$ cat config.mk
export PLATFORM = sky130hd
export DESIGN_NAME = imr_exec
export DESIGN_NICKNAME = d
export VERILOG_FILES = /design/src/rtl/imr_pkg.sv /design/src/rtl/imr_exec.sv /design/src/rtl/imr_ptr_calc.sv
export SDC_FILE = /design/constraint.sdc
export NUM_CORES = 1
export LEC_CHECK = 0
export ABC_AREA = 1
export BUFFER_PORTS_ARGS = -buffer_cell sky130_fd_sc_hd__buf_2
export CAP_MARGIN = 20
export CORE_MARGIN = 2
export CORE_UTILIZATION = 35
export CTS_CLUSTER_SIZE = 14
export DETAILED_ROUTE_END_ITERATION = 12
export PLACE_DENSITY_LB_ADDON = 0.08
export SKIP_LAST_GASP = 1
export SLEW_MARGIN = 20
export SYNTH_ARGS = -nofsm -noshare
export SYNTH_HDL_FRONTEND = slang
export SYNTH_SLANG_ARGS = --single-unit
$ cat constraint.sdc
create_clock -name clock -period 2.2 [get_ports clock]
set_clock_uncertainty 0.05 [all_clocks]
set_input_delay 0.44 -clock clock [delete_from_list [all_inputs] [get_ports clock]]
set_output_delay 0.44 -clock clock [all_outputs]
set_load 0.01 [all_outputs]
$ cat src/rtl/imr_pkg.sv
// Constants and types shared by the indirect-store and return executer.
// Assumes one core clock and a core that sequences instruction words.
//
// Behaviour
// - Indirect store writes working register to address held in selected file pointer.
// - Update mode 00 preincrement, 01 predecrement, 10 postincrement, 11 postdecrement.
// - Pre modes write at pointer plus/minus one; post modes write at unmodified pointer.
// - Relative form writes at pointer plus signed offset -32..31; pointer unchanged.
// - Afterwards pointer is plus one for increments, minus one for decrements.
// - File pointer is 16 bits and wraps at both ends.
// - Indirect store and its pointer update alter no status flag.
// - Software reset instruction requests a full device reset, like hardware reset.
// - Software reset clears the active-low reset-instruction cause flag.
// - Return from interrupt pops stack, loads PC from top, takes two cycles.
// - Return from interrupt sets global interrupt enable, bit 7 of interrupt control.
// - Return with literal loads W with literal, PC from stack, two cycles, no flags.
// - Subroutine return pops stack, loads PC with return address, two cycles.
package imr_pkg;

  ////////////////////////////////////////////////////////////////////////////
  // Widths and field positions
  localparam int PTR_WIDTH   = 16;
  localparam int PC_WIDTH    = 15;
  localparam int OFFSET_BITS = 6;
  localparam int GIE_BIT     = 7;

  ////////////////////////////////////////////////////////////////////////////
  // Reset values
  localparam logic [15:0] PTR_RESET = 16'h0000;
  localparam logic [14:0] PC_RESET  = 15'h0000;
  localparam logic [7:0]  BYTE_RESET = 8'h00;

  ////////////////////////////////////////////////////////////////////////////
  // Instruction selector as decoded by the core
  typedef enum logic [2:0] {
    OP_NO_OPERATION          = 3'b000,
    OP_STORE_W_INDIRECT      = 3'b001,
    OP_SOFTWARE_RESET        = 3'b010,
    OP_RETURN_FROM_INTERRUPT = 3'b011,
    OP_RETURN_WITH_LITERAL   = 3'b100,
    OP_RETURN                = 3'b101
  } imr_op_t;

  // Pointer update mode field encoding
  typedef enum logic [1:0] {
    MODE_PRE_INC  = 2'b00,
    MODE_PRE_DEC  = 2'b01,
    MODE_POST_INC = 2'b10,
    MODE_POST_DEC = 2'b11
  } imr_mode_t;

  // Executer states: second cycle of the two-cycle returns
  typedef enum logic [1:0] {
    ST_IDLE     = 2'b00,
    ST_RET_SECOND = 2'b01
  } imr_state_t;

endpackage : imr_pkg

$ cat src/rtl/imr_exec.sv
// Executes indirect store, no-operation, software reset and the returns.
// Assumes the core presents one decoded instruction with instrValid and
// waits on instrReady; data memory, stack and reset unit sit outside.
`timescale 1ns/1ps
module imr_exec #(
  parameter int PtrWidth = imr_pkg::PTR_WIDTH,
  parameter int PcWidth  = imr_pkg::PC_WIDTH
) (
  input  wire logic                clock,
  input  wire logic                resetn,
  input  wire logic                instrValid,
  input  wire imr_pkg::imr_op_t    instrOp,
  input  wire logic                ptrSelect,
  input  wire imr_pkg::imr_mode_t  pointerUpdateMode,
  input  wire logic                relativeForm,
  input  wire logic [5:0]          offsetLiteral,
  input  wire logic [7:0]          byteLiteral,
  input  wire logic [7:0]          workingValue,
  input  wire logic [PcWidth-1:0]  topOfStack,
  input  wire logic                ptrLoadEn,
  input  wire logic                ptrLoadSelect,
  input  wire logic [PtrWidth-1:0] ptrLoadValue,
  output logic                     instrReady,
  output logic                     memWriteEn,
  output logic [PtrWidth-1:0]      memAddr,
  output logic [7:0]               memData,
  output logic [PtrWidth-1:0]      filePointer0,
  output logic [PtrWidth-1:0]      filePointer1,
  output logic                     workingLoadEn,
  output logic [7:0]               workingLoadValue,
  output logic                     pcAdvance,
  output logic                     pcLoadEn,
  output logic [PcWidth-1:0]       pcLoadValue,
  output logic                     stackPopEn,
  output logic [7:0]               interruptControlSet,
  output logic                     deviceResetReq,
  output logic                     resetInstrFlagClear
);

  ////////////////////////////////////////////////////////////////////////////
  // State
  imr_pkg::imr_state_t  state_reg, state_next;
  imr_pkg::imr_op_t     pendOp_reg, pendOp_next;
  logic [7:0]           pendLit_reg, pendLit_next;
  logic [PtrWidth-1:0]  ptr0_reg, ptr0_next, ptr1_reg, ptr1_next;
  logic                 ready_reg, ready_next;
  logic                 memWe_reg, memWe_next;
  logic [PtrWidth-1:0]  memAddr_reg, memAddr_next;
  logic [7:0]           memData_reg, memData_next;
  logic                 wLoad_reg, wLoad_next;
  logic [7:0]           wValue_reg, wValue_next;
  logic                 pcAdv_reg, pcAdv_next;
  logic                 pcLoad_reg, pcLoad_next;
  logic [PcWidth-1:0]   pcValue_reg, pcValue_next;
  logic                 pop_reg, pop_next;
  logic [7:0]           intSet_reg, intSet_next;
  logic                 rstReq_reg, rstReq_next;
  logic                 riClr_reg, riClr_next;

  logic                 accept;
  logic [PtrWidth-1:0]  selPtr;
  logic [PtrWidth-1:0]  effAddr;
  logic [PtrWidth-1:0]  ptrAfter;

  ////////////////////////////////////////////////////////////////////////////
  // Pointer arithmetic on the selected pointer
  assign accept = instrValid && ready_reg;
  assign selPtr = ptrSelect ? ptr1_reg : ptr0_reg;

  imr_ptr_calc #(
    .PtrWidth (PtrWidth),
    .OffWidth (imr_pkg::OFFSET_BITS)
  ) u_ptr_calc (
    .ptr      (selPtr),
    .mode     (pointerUpdateMode),
    .relative (relativeForm),
    .offset   (offsetLiteral),
    .effAddr  (effAddr),
    .ptrNext  (ptrAfter)
  );

  ////////////////////////////////////////////////////////////////////////////
  // Next-state logic; strobes default low so each lasts one cycle
  always_comb begin
    state_next   = state_reg;
    pendOp_next  = pendOp_reg;
    pendLit_next = pendLit_reg;
    ptr0_next    = ptr0_reg;
    ptr1_next    = ptr1_reg;
    ready_next   = ready_reg;
    memWe_next   = 1'b0;
    memAddr_next = memAddr_reg;
    memData_next = memData_reg;
    wLoad_next   = 1'b0;
    wValue_next  = wValue_reg;
    pcAdv_next   = 1'b0;
    pcLoad_next  = 1'b0;
    pcValue_next = pcValue_reg;
    pop_next     = 1'b0;
    intSet_next  = imr_pkg::BYTE_RESET;
    rstReq_next  = 1'b0;
    riClr_next   = 1'b0;
    // Core writes to a pointer; an instruction update below takes priority
    if (ptrLoadEn) begin
      if (ptrLoadSelect) ptr1_next = ptrLoadValue;
      else               ptr0_next = ptrLoadValue;
    end
    case (state_reg)
      imr_pkg::ST_IDLE: begin
        if (accept) begin
          case (instrOp)
            imr_pkg::OP_NO_OPERATION: begin
              pcAdv_next = 1'b1;
            end
            imr_pkg::OP_STORE_W_INDIRECT: begin
              // No physical indirect port: write goes to the pointed address
              memWe_next   = 1'b1;
              memAddr_next = effAddr;
              memData_next = workingValue;
              pcAdv_next   = 1'b1;
              // No status output exists, so flags cannot change here
              if (ptrSelect) ptr1_next = ptrAfter;
              else           ptr0_next = ptrAfter;
            end
            imr_pkg::OP_SOFTWARE_RESET: begin
              rstReq_next = 1'b1;
              riClr_next  = 1'b1;
            end
            imr_pkg::OP_RETURN_FROM_INTERRUPT,
            imr_pkg::OP_RETURN_WITH_LITERAL,
            imr_pkg::OP_RETURN: begin
              // Hold off the core for the second cycle
              state_next   = imr_pkg::ST_RET_SECOND;
              pendOp_next  = instrOp;
              pendLit_next = byteLiteral;
              ready_next   = 1'b0;
            end
            default: begin
              pcAdv_next = 1'b1;
            end
          endcase
        end
      end
      imr_pkg::ST_RET_SECOND: begin
        // Stack top sampled now, after any push in flight has settled
        pcLoad_next  = 1'b1;
        pcValue_next = topOfStack;
        pop_next     = 1'b1;
        if (pendOp_reg == imr_pkg::OP_RETURN_FROM_INTERRUPT) begin
          intSet_next[imr_pkg::GIE_BIT] = 1'b1;
        end
        if (pendOp_reg == imr_pkg::OP_RETURN_WITH_LITERAL) begin
          wLoad_next  = 1'b1;
          wValue_next = pendLit_reg;
        end
        state_next = imr_pkg::ST_IDLE;
        ready_next = 1'b1;
      end
      default: begin
        state_next = imr_pkg::ST_IDLE;
        ready_next = 1'b1;
      end
    endcase
  end

  ////////////////////////////////////////////////////////////////////////////
  // Registers; the reset unit drives resetn after a reset request
  always_ff @(posedge clock or negedge resetn) begin
    if (!resetn) begin
      state_reg   <= imr_pkg::ST_IDLE;
      pendOp_reg  <= imr_pkg::OP_NO_OPERATION;
      pendLit_reg <= imr_pkg::BYTE_RESET;
      ptr0_reg    <= imr_pkg::PTR_RESET;
      ptr1_reg    <= imr_pkg::PTR_RESET;
      ready_reg   <= 1'b1;
      memWe_reg   <= 1'b0;
      memAddr_reg <= imr_pkg::PTR_RESET;
      memData_reg <= imr_pkg::BYTE_RESET;
      wLoad_reg   <= 1'b0;
      wValue_reg  <= imr_pkg::BYTE_RESET;
      pcAdv_reg   <= 1'b0;
      pcLoad_reg  <= 1'b0;
      pcValue_reg <= imr_pkg::PC_RESET;
      pop_reg     <= 1'b0;
      intSet_reg  <= imr_pkg::BYTE_RESET;
      rstReq_reg  <= 1'b0;
      riClr_reg   <= 1'b0;
    end else begin
      state_reg   <= state_next;
      pendOp_reg  <= pendOp_next;
      pendLit_reg <= pendLit_next;
      ptr0_reg    <= ptr0_next;
      ptr1_reg    <= ptr1_next;
      ready_reg   <= ready_next;
      memWe_reg   <= memWe_next;
      memAddr_reg <= memAddr_next;
      memData_reg <= memData_next;
      wLoad_reg   <= wLoad_next;
      wValue_reg  <= wValue_next;
      pcAdv_reg   <= pcAdv_next;
      pcLoad_reg  <= pcLoad_next;
      pcValue_reg <= pcValue_next;
      pop_reg     <= pop_next;
      intSet_reg  <= intSet_next;
      rstReq_reg  <= rstReq_next;
      riClr_reg   <= riClr_next;
    end
  end

  // Outputs straight from flip-flops
  assign instrReady          = ready_reg;
  assign memWriteEn          = memWe_reg;
  assign memAddr             = memAddr_reg;
  assign memData             = memData_reg;
  assign filePointer0        = ptr0_reg;
  assign filePointer1        = ptr1_reg;
  assign workingLoadEn       = wLoad_reg;
  assign workingLoadValue    = wValue_reg;
  assign pcAdvance           = pcAdv_reg;
  assign pcLoadEn            = pcLoad_reg;
  assign pcLoadValue         = pcValue_reg;
  assign stackPopEn          = pop_reg;
  assign interruptControlSet = intSet_reg;
  assign deviceResetReq      = rstReq_reg;
  assign resetInstrFlagClear = riClr_reg;

  ////////////////////////////////////////////////////////////////////////////
  // Checks
  a_store_data: assert property (@(posedge clock) disable iff (!resetn)
    accept && instrOp == imr_pkg::OP_STORE_W_INDIRECT
      |=> memWriteEn && memData == $past(workingValue))
    else $error("store did not write working value");

  a_pre_inc_addr: assert property (@(posedge clock) disable iff (!resetn)
    accept && instrOp == imr_pkg::OP_STORE_W_INDIRECT && !relativeForm
      && pointerUpdateMode == imr_pkg::MODE_PRE_INC
      |=> memAddr == PtrWidth'($past(selPtr) + 1'b1))
    else $error("preincrement address wrong");

  a_post_addr: assert property (@(posedge clock) disable iff (!resetn)
    accept && instrOp == imr_pkg::OP_STORE_W_INDIRECT && !relativeForm
      && pointerUpdateMode[1] |=> memAddr == $past(selPtr))
    else $error("post mode address not the unmodified pointer");

  a_rel_keep: assert property (@(posedge clock) disable iff (!resetn)
    accept && instrOp == imr_pkg::OP_STORE_W_INDIRECT && relativeForm && !ptrLoadEn
      && !ptrSelect |=> $stable(filePointer0))
    else $error("relative store moved the pointer");

  a_dec_after: assert property (@(posedge clock) disable iff (!resetn)
    accept && instrOp == imr_pkg::OP_STORE_W_INDIRECT && !relativeForm
      && pointerUpdateMode[0]
      |=> ($past(ptrSelect) ? filePointer1 : filePointer0) == PtrWidth'($past(selPtr) - 1'b1))
    else $error("decrement mode left pointer wrong");

  a_reset_pair: assert property (@(posedge clock) disable iff (!resetn)
    deviceResetReq |-> resetInstrFlagClear)
    else $error("software reset without cause flag clear");

  a_ret_two_cyc: assert property (@(posedge clock) disable iff (!resetn)
    accept && instrOp == imr_pkg::OP_RETURN_FROM_INTERRUPT
      |=> !instrReady ##1 pcLoadEn && stackPopEn && instrReady)
    else $error("return from interrupt not two cycles");

  a_gie_set: assert property (@(posedge clock) disable iff (!resetn)
    accept && instrOp == imr_pkg::OP_RETURN_FROM_INTERRUPT
      |=> ##1 interruptControlSet == 8'h80)
    else $error("global interrupt enable not set");

  a_return_with_literal_w: assert property (@(posedge clock) disable iff (!resetn)
    accept && instrOp == imr_pkg::OP_RETURN_WITH_LITERAL
      |=> ##1 workingLoadEn && workingLoadValue == $past(byteLiteral, 2))
    else $error("literal not loaded into working register");

  a_nop_only: assert property (@(posedge clock) disable iff (!resetn)
    accept && instrOp == imr_pkg::OP_NO_OPERATION
      |=> pcAdvance && !memWriteEn && !pcLoadEn && !workingLoadEn && instrReady)
    else $error("no-operation had a side effect");

endmodule : imr_exec

$ cat src/rtl/imr_ptr_calc.sv
// Effective address and updated value for one file pointer.
// Assumes the caller registers the results; purely combinational.
`timescale 1ns/1ps
module imr_ptr_calc #(
  parameter int PtrWidth = 16,
  parameter int OffWidth = 6
) (
  input  wire logic [PtrWidth-1:0] ptr,
  input  wire imr_pkg::imr_mode_t  mode,
  input  wire logic                relative,
  input  wire logic [OffWidth-1:0] offset,
  output logic      [PtrWidth-1:0] effAddr,
  output logic      [PtrWidth-1:0] ptrNext
);

  logic [PtrWidth-1:0] offsetExt;
  logic [PtrWidth-1:0] ptrInc;
  logic [PtrWidth-1:0] ptrDec;

  // Sign-extend offset; 16-bit sums wrap naturally at both ends
  always_comb begin
    offsetExt = {{(PtrWidth-OffWidth){offset[OffWidth-1]}}, offset};
    ptrInc    = ptr + {{(PtrWidth-1){1'b0}}, 1'b1};
    ptrDec    = ptr - {{(PtrWidth-1){1'b0}}, 1'b1};
  end

  // Address chosen per mode, pointer moved per direction
  always_comb begin
    if (relative) begin
      effAddr = ptr + offsetExt;
      ptrNext = ptr;
    end else begin
      case (mode)
        imr_pkg::MODE_PRE_INC:  effAddr = ptrInc;
        imr_pkg::MODE_PRE_DEC:  effAddr = ptrDec;
        imr_pkg::MODE_POST_INC: effAddr = ptr;
        imr_pkg::MODE_POST_DEC: effAddr = ptr;
        default:                effAddr = ptr;
      endcase
      ptrNext = mode[0] ? ptrDec : ptrInc;
    end
  end

endmodule : imr_ptr_calc

==> results.sh, run 1 <==
export IMPL_status="finished clean"
export IMPL_dieHeight_microns=143
export IMPL_yosys_area_share_adder_pct=3.46
export IMPL_first_global_vias=6889
export IMPL_hold_class="input pin to asynchronous set/reset pin"
export IMPL_worstPathRequired_ns=2.41
export IMPL_clock_path_buffers=2
export IMPL_nets=1338
export IMPL_rows=50
export IMPL_grt_use_total_pct=22.7
export IMPL_routed_via_density=4.79
export IMPL_rr_worst_depth=15
export IMPL_synth_avg_cell_area_sq_um=6.70
export IMPL_route_detailed_drc=0
export IMPL_async_flop_share_pct=100
export IMPL_utilization_pct=48.4
export IMPL_cp_max_fo=5
export IMPL_antenna_found_initial=1
export IMPL_max_slew_margin_pct=64.2
export IMPL_fin_cells=1495
export IMPL_grt_overflow=0
export IMPL_ys_warn_count=0
export IMPL_syn_cell_area_sq_um=6730
export IMPL_synth_area_leaders="dfrtp_1 (36%), nand2_1 (23%), o21ai_0 (5.9%)"
export IMPL_worst_slew_pin_slew_ns=0.537
export IMPL_synth_xor_area_share_pct=1.95
export IMPL_path_clk_slew_ns=0.08
export IMPL_r2r_end="memAddr[14]$_DFFE_PN0P_"
export IMPL_synthSimpleGateAreaFrac_pct=38.1
export IMPL_io_buffers=152
export IMPL_initial_core_util_pct=35.9
export IMPL_crit_end="memAddr[14]$_DFFE_PN0P_"
export IMPL_post_place_ws_ns=-0.345
export IMPL_postRouteAntennaNets=0
export IMPL_synth_area_mux_share_pct=0.297
export IMPL_drive_above_1_share_pct=31.0
export IMPL_cts_tree="done"
export IMPL_grt_pass1_wl_microns=36200
export IMPL_dr_pass1_iters=5
export IMPL_ys_flop_type="dfrtp_1"
export IMPL_cts_root_buf="clkbuf_16"
export IMPL_cts_sinks=98
export IMPL_die_w_microns=143
export IMPL_seq_area_sq_um=2450
export IMPL_startpoint_type="register"
export IMPL_setup_viol_count_final=0
export IMPL_synth_compound_area_share_pct=11.1
export IMPL_fp_coreArea_sq_um=18800
export IMPL_ys_seq_area_share_pct=36.4
export IMPL_r2r_setup_slack_ns=0.1
export IMPL_power_leakage_nw=4.97
export IMPL_yosysTopAreaCell="dfrtp_1"
export IMPL_drt_iter0_markers=343
export IMPL_dp_hpwl_microns=17700
export IMPL_rsz0062_at_grt="yes"
export IMPL_placed_area_sq_um=8540
export IMPL_multiInputGateArea_sq_um=3940
export IMPL_cts_inserted_buffers=9
export IMPL_wl_microns=22600
export IMPL_htreeDepth=3
export IMPL_r2r_start="filePointer1[1]$_DFF_PN0_"
export IMPL_crit_path_start="filePointer1[1]$_DFF_PN0_"
export IMPL_p_total_mw=5.55
export IMPL_crit_arrival_ns=2.31
export IMPL_syn_inst=1005
export IMPL_grt_max_degree=99
export IMPL_worst_slack_ns=0.0998
export IMPL_synth_top_family_by_area="simple AND/OR/NAND/NOR gates"
export IMPL_max_freq_mhz=476
export IMPL_end_kind="register"
export IMPL_ys_ff_latch=98
export IMPL_fin_crit_ns=2.10
export IMPL_ir_drop_mv=0.354
export IMPL_fillers=1970
export IMPL_synthDominantCellAreaShare_pct=36.1
export IMPL_critPathKind="register to register"
export IMPL_worstSkewPairLatency_ns=0.36
export IMPL_cap_violations=0
export IMPL_slew_viol_final=0
export IMPL_hold_viol=0
export IMPL_p_per_area_nw_per_um2=611
export IMPL_wire_per_inst_microns=15.1
export IMPL_period_share_pct=95.5
export IMPL_areaGrowthSynthToFinish_pct=35.0
export IMPL_ys_types=44
export IMPL_final_area_sq_um=9090
export IMPL_vias=7164
export IMPL_dieArea_sq_um=20400
export IMPL_dp_cells=1472
export IMPL_io_pins=160
export IMPL_synth_enable_flop_cells=0
export IMPL_routabilityCongestion=0.918
-- logic make-up (layout without fill, tap and decap cells) --
group,after synthesis,count (layout)
other cells,1,8
buf+inv,131,380
mux,2,2
simple gates,600,600
flops,98,98
xor+xnor,15,15
compound gates,140,140
fa+ha+maj,18,18
-- worst max-delay path, cell delays in order (launching register included) --
cell and delay (ns):
dfrtp_1 0.40, inv_1 0.05, nand2_1 0.06, nand2_2 0.09
buf_6 0.13, fa_2 0.39, inv_2 0.08, nand3_2 0.06
nand2_2 0.07, nand3_2 0.08, nand2_4 0.10, nand3_1 0.10
nand3_1 0.12, nand3_1 0.08, nand3_1 0.09, nand2_1 0.05
-- per-stage QoR --
step	TNS, ns	hold WS (ns)
6_report	0	0.0756
3_3_place_gp	-8.60	0.401
4_1_cts	0	0.103
3_5_place_dp	-9.08	0.405
5_1_grt	-0.252	0.126
2_1_floorplan	-0.514	0.0944
-- timing repair --
item	in CTS	in global routing
gates resized for setup	0	48
hold buffers	0	0
endpoints found under the setup margin	1	29
setup buffers	3	3
pin swaps	0	7
-- worst min-delay path by stage --
stage,from,endpoint,slack (ns)
floorplan,resetn,filePointer0[0]$_DFF_PN0_,0.09
global placement,pcLoadValue[5]$_DFFE_PN0P_,pcLoadValue[5]$_DFFE_PN0P_,0.40
detailed placement,pcLoadValue[7]$_DFFE_PN0P_,pcLoadValue[7]$_DFFE_PN0P_,0.40
CTS,resetn,pcLoadValue[11]$_DFFE_PN0P_,0.10
global route,resetn,pcLoadValue[11]$_DFFE_PN0P_,0.13
finish,resetn,pcLoadValue[11]$_DFFE_PN0P_,0.08
-- power breakdown --
part / switching (mW) / total, mW / internal [mW]
Clock: 0.828 / 1.65 / 0.823
Sequential: 0.0740 / 1.95 / 1.87
Combinational: 1.13 / 1.96 / 0.829
-- cell usage after synthesis (9+ instances only) --
| cell | n |
|---|---|
| nand2_1 | 415 |
| dfrtp_1 | 97 |
| o21ai_0 | 80 |
| nand3_1 | 79 |
| inv_1 | 76 |
| nor2_1 | 47 |
| a21oi_1 | 28 |
| clkbuf_1 | 22 |
| nand2_2 | 20 |
| ha_1 | 17 |
| o21ai_1 | 13 |
| xor2_1 | 12 |
| buf_4 | 9 |
-- cell type report --
cell class,instances,share of cell area (%)
clock inverters,7,0.950
flip-flops and latches,98,27.0
repair buffers,278,19.3
inverters,86,3.64
multi-input cells,782,43.3
clock buffers,9,2.48
well taps,234,3.22
diodes,1,0.0275
-- cell usage in the layout, fill, tap and decap left out, drive strengths merged, types with 4 or more instances in the layout --
cell / netlist / layout
clkinv: 3 / 5
nor3: 6 / 6
a31oi: 4 / 4
ha: 17 / 17
o21ai: 95 / 95
buf: 23 / 277
nand2: 441 / 441
inv: 83 / 88
clkbuf: 22 / 10
xor2: 12 / 12
nand3: 82 / 82
nor2: 57 / 57
dfrtp: 97 / 97
conb: 1 / 7
nand4: 8 / 8
o211ai: 6 / 6
a21oi: 28 / 28
-- layer usage --
| metal | GRT usage (%) | up-vias | part of all wire, % |
|---|---|---|---|
| met5 | 0 | - | 0 |
| met1 | 31.2 | 3270 | 47 |
| met4 | 6.67 | 0 | 1.9 |
| met2 | 36.5 | 185 | 46 |
| li1 | - | 3681 | - |
| met3 | 4.53 | 28 | 5.6 |
Power figures use the tool's default switching activity.
==> run 2: changes to the inputs <==
- CORE_UTILIZATION: 35 -> 45
==> results.sh, run 2 (synthesized netlist as in run 1, its figures left out) <==
export IMPL_period_share_pct=96.2
export IMPL_crit_arrival_ns=2.31
export IMPL_dieHeight_microns=126
export IMPL_fin_crit_ns=2.12
export IMPL_grt_pass1_wl_microns=34400
export IMPL_vias=7261
export IMPL_setup_viol_count_final=0
export IMPL_violations="hold timing"
export IMPL_nets=1334
export IMPL_clock_path_buffers=2
export IMPL_grt_use_total_pct=27.0
export IMPL_end_kind="register"
export IMPL_p_per_area_nw_per_um2=609
export IMPL_drt_iter0_markers=557
export IMPL_p_switching_mw=1.97
export IMPL_wire_per_inst_microns=14.9
export IMPL_io_buffers=152
export IMPL_hold_class="input pin to asynchronous set/reset pin"
export IMPL_rsz0062_at_grt="yes"
export IMPL_worstSkewPairLatency_ns=0.36
export IMPL_routed_via_density=5.04
export IMPL_rows=44
export IMPL_startpoint_type="register"
export IMPL_fillers=1382
export IMPL_cts_sinks=98
export IMPL_route_detailed_drc=0
export IMPL_worst_slew_pin_slew_ns=0.783
export IMPL_ir_drop_mv=0.396
export IMPL_dieArea_sq_um=16000
export IMPL_areaGrowthSynthToFinish_pct=33.7
export IMPL_critPathKind="register to register"
export IMPL_hold_ws_ns=-0.00325
export IMPL_cap_violations=0
export IMPL_max_freq_mhz=472
export IMPL_initial_core_util_pct=46.1
export IMPL_worstPathRequired_ns=2.40
export IMPL_utilization_pct=61.7
export IMPL_postRouteAntennaNets=0
export IMPL_dr_pass1_iters=9
export IMPL_seq_power_share_pct=35.5
export IMPL_cts_root_buf="clkbuf_16"
export IMPL_dp_hpwl_microns=17000
export IMPL_layout_common_cells="nand2_1 (406), buf_2 (150), buf_4 (115)"
export IMPL_p_total_mw=5.48
export IMPL_power_frac_clock_pct=29.3
export IMPL_max_slew_margin_pct=47.8
export IMPL_cp_max_fo=5
export IMPL_postCtsHoldBufs=0
export IMPL_grt_max_degree=41
export IMPL_routabilityCongestion=1.00
export IMPL_cts_inserted_buffers=9
export IMPL_antenna_cells=0
export IMPL_first_global_vias=6648
export IMPL_cts_tree="done"
export IMPL_fp_coreArea_sq_um=14600
export IMPL_die_w_microns=126
export IMPL_pwr_share_comb_pct=35.2
export IMPL_path_clk_slew_ns=0.08
export IMPL_intPower_mw=3.51
export IMPL_hold_viol=3
export IMPL_slew_viol_final=0
export IMPL_power_leakage_nw=4.96
export IMPL_antenna_found_initial=0
export IMPL_status="complete, but fails checks"
export IMPL_wl_microns=21500
export IMPL_drive_above_1_share_pct=30.3
export IMPL_grt_overflow=0
export IMPL_io_pins=160
export IMPL_swShare_pct=36.0
export IMPL_htreeDepth=3
export IMPL_final_common_cell="nand2_1"
-- run 2: timing repair --
| action | CTS | global route |
|---|---|---|
| pin swaps | 0 | 16 |
| buffers inserted | 0 | 8 |
| setup endpoints to repair | 2 | 32 |
| gates resized for setup | 2 | 33 |
| gates cloned | 0 | 0 |
-- run 2: final cells by class --
type	count	area, sq um	area share, %
clock buffer	9	225	2.50
clock inverter	7	81.3	0.904
inverter	86	330	3.67
multi-input combinational	782	3910	43.4
sequential	98	2450	27.3
tap	184	230	2.56
timing repair buffer	274	1770	19.6
-- run 2: critical path, cell delays in order, from the launching register on --
cell	delay [ns]
dfrtp_1	0.41
inv_1	0.05
nand2_1	0.07
nand2_2	0.09
buf_6	0.13
fa_2	0.39
inv_2	0.07
nand3_2	0.06
nand2_2	0.09
nand3_2	0.07
nand2_2	0.09
nand2_2	0.06
a21oi_2	0.11
o21ai_1	0.07
a21oi_1	0.12
nor2_1	0.06
-- run 2: path summary, 6_finish.rpt --
check / cells after the start / to / slack [ns] / from
max: 15 / memAddr[8]$_DFFE_PN0P_ / 0.08 / filePointer0[1]$_DFF_PN0_
min in group clock: 2 / resetInstrFlagClear$_DFF_PN0_ / 0.19 / instrOp[0]
min reg2reg: 0 / stackPopEn$_DFF_PN0_ / 0.41 / state_reg[0]$_DFFE_PN0P_
min: 1 / pcLoadValue[7]$_DFFE_PN0P_ / -0.003 / resetn
max in group asynchronous: 2 / filePointer0[6]$_DFF_PN0_ / 1.42 / resetn
max reg2reg: 15 / memAddr[8]$_DFFE_PN0P_ / 0.08 / filePointer0[1]$_DFF_PN0_
-- run 2: per-stage QoR --
step | hold slack [ns] | std cells | setup WS, ns | cell area (sq um) | TNS [ns]
2_1_floorplan | 0.0944 | 1011 | -0.208 | 6810 | -0.514
3_3_place_gp | 0.384 | 1416 | -0.373 | 8470 | -8.79
3_5_place_dp | 0.384 | 1416 | -0.389 | 8470 | -9.75
4_1_cts | 0.0176 | 1432 | 0.0138 | 8780 | 0
5_1_grt | 0.0371 | 1440 | -0.0472 | 9000 | -0.108
6_report | -0.00325 | 1440 | 0.0831 | 9000 | 0
-- run 2: power groups by stage --
stage	clock network (mW)	logic, mW	registers (mW)
3_3_place_gp	0	1.81	1.98
5_1_grt	1.70	2.14	1.96
4_1_cts	1.63	1.82	1.95
2_1_floorplan	0	0.967	2.01
6_report	1.61	1.93	1.95
3_5_place_dp	0	1.81	1.98
-- run 2: layer usage --
layer	global-route usage (%)	part of all wire (%)
met1	39.1	47
met5	0	0
met3	4.89	6.7
met2	41.2	44
met4	8.79	2.5
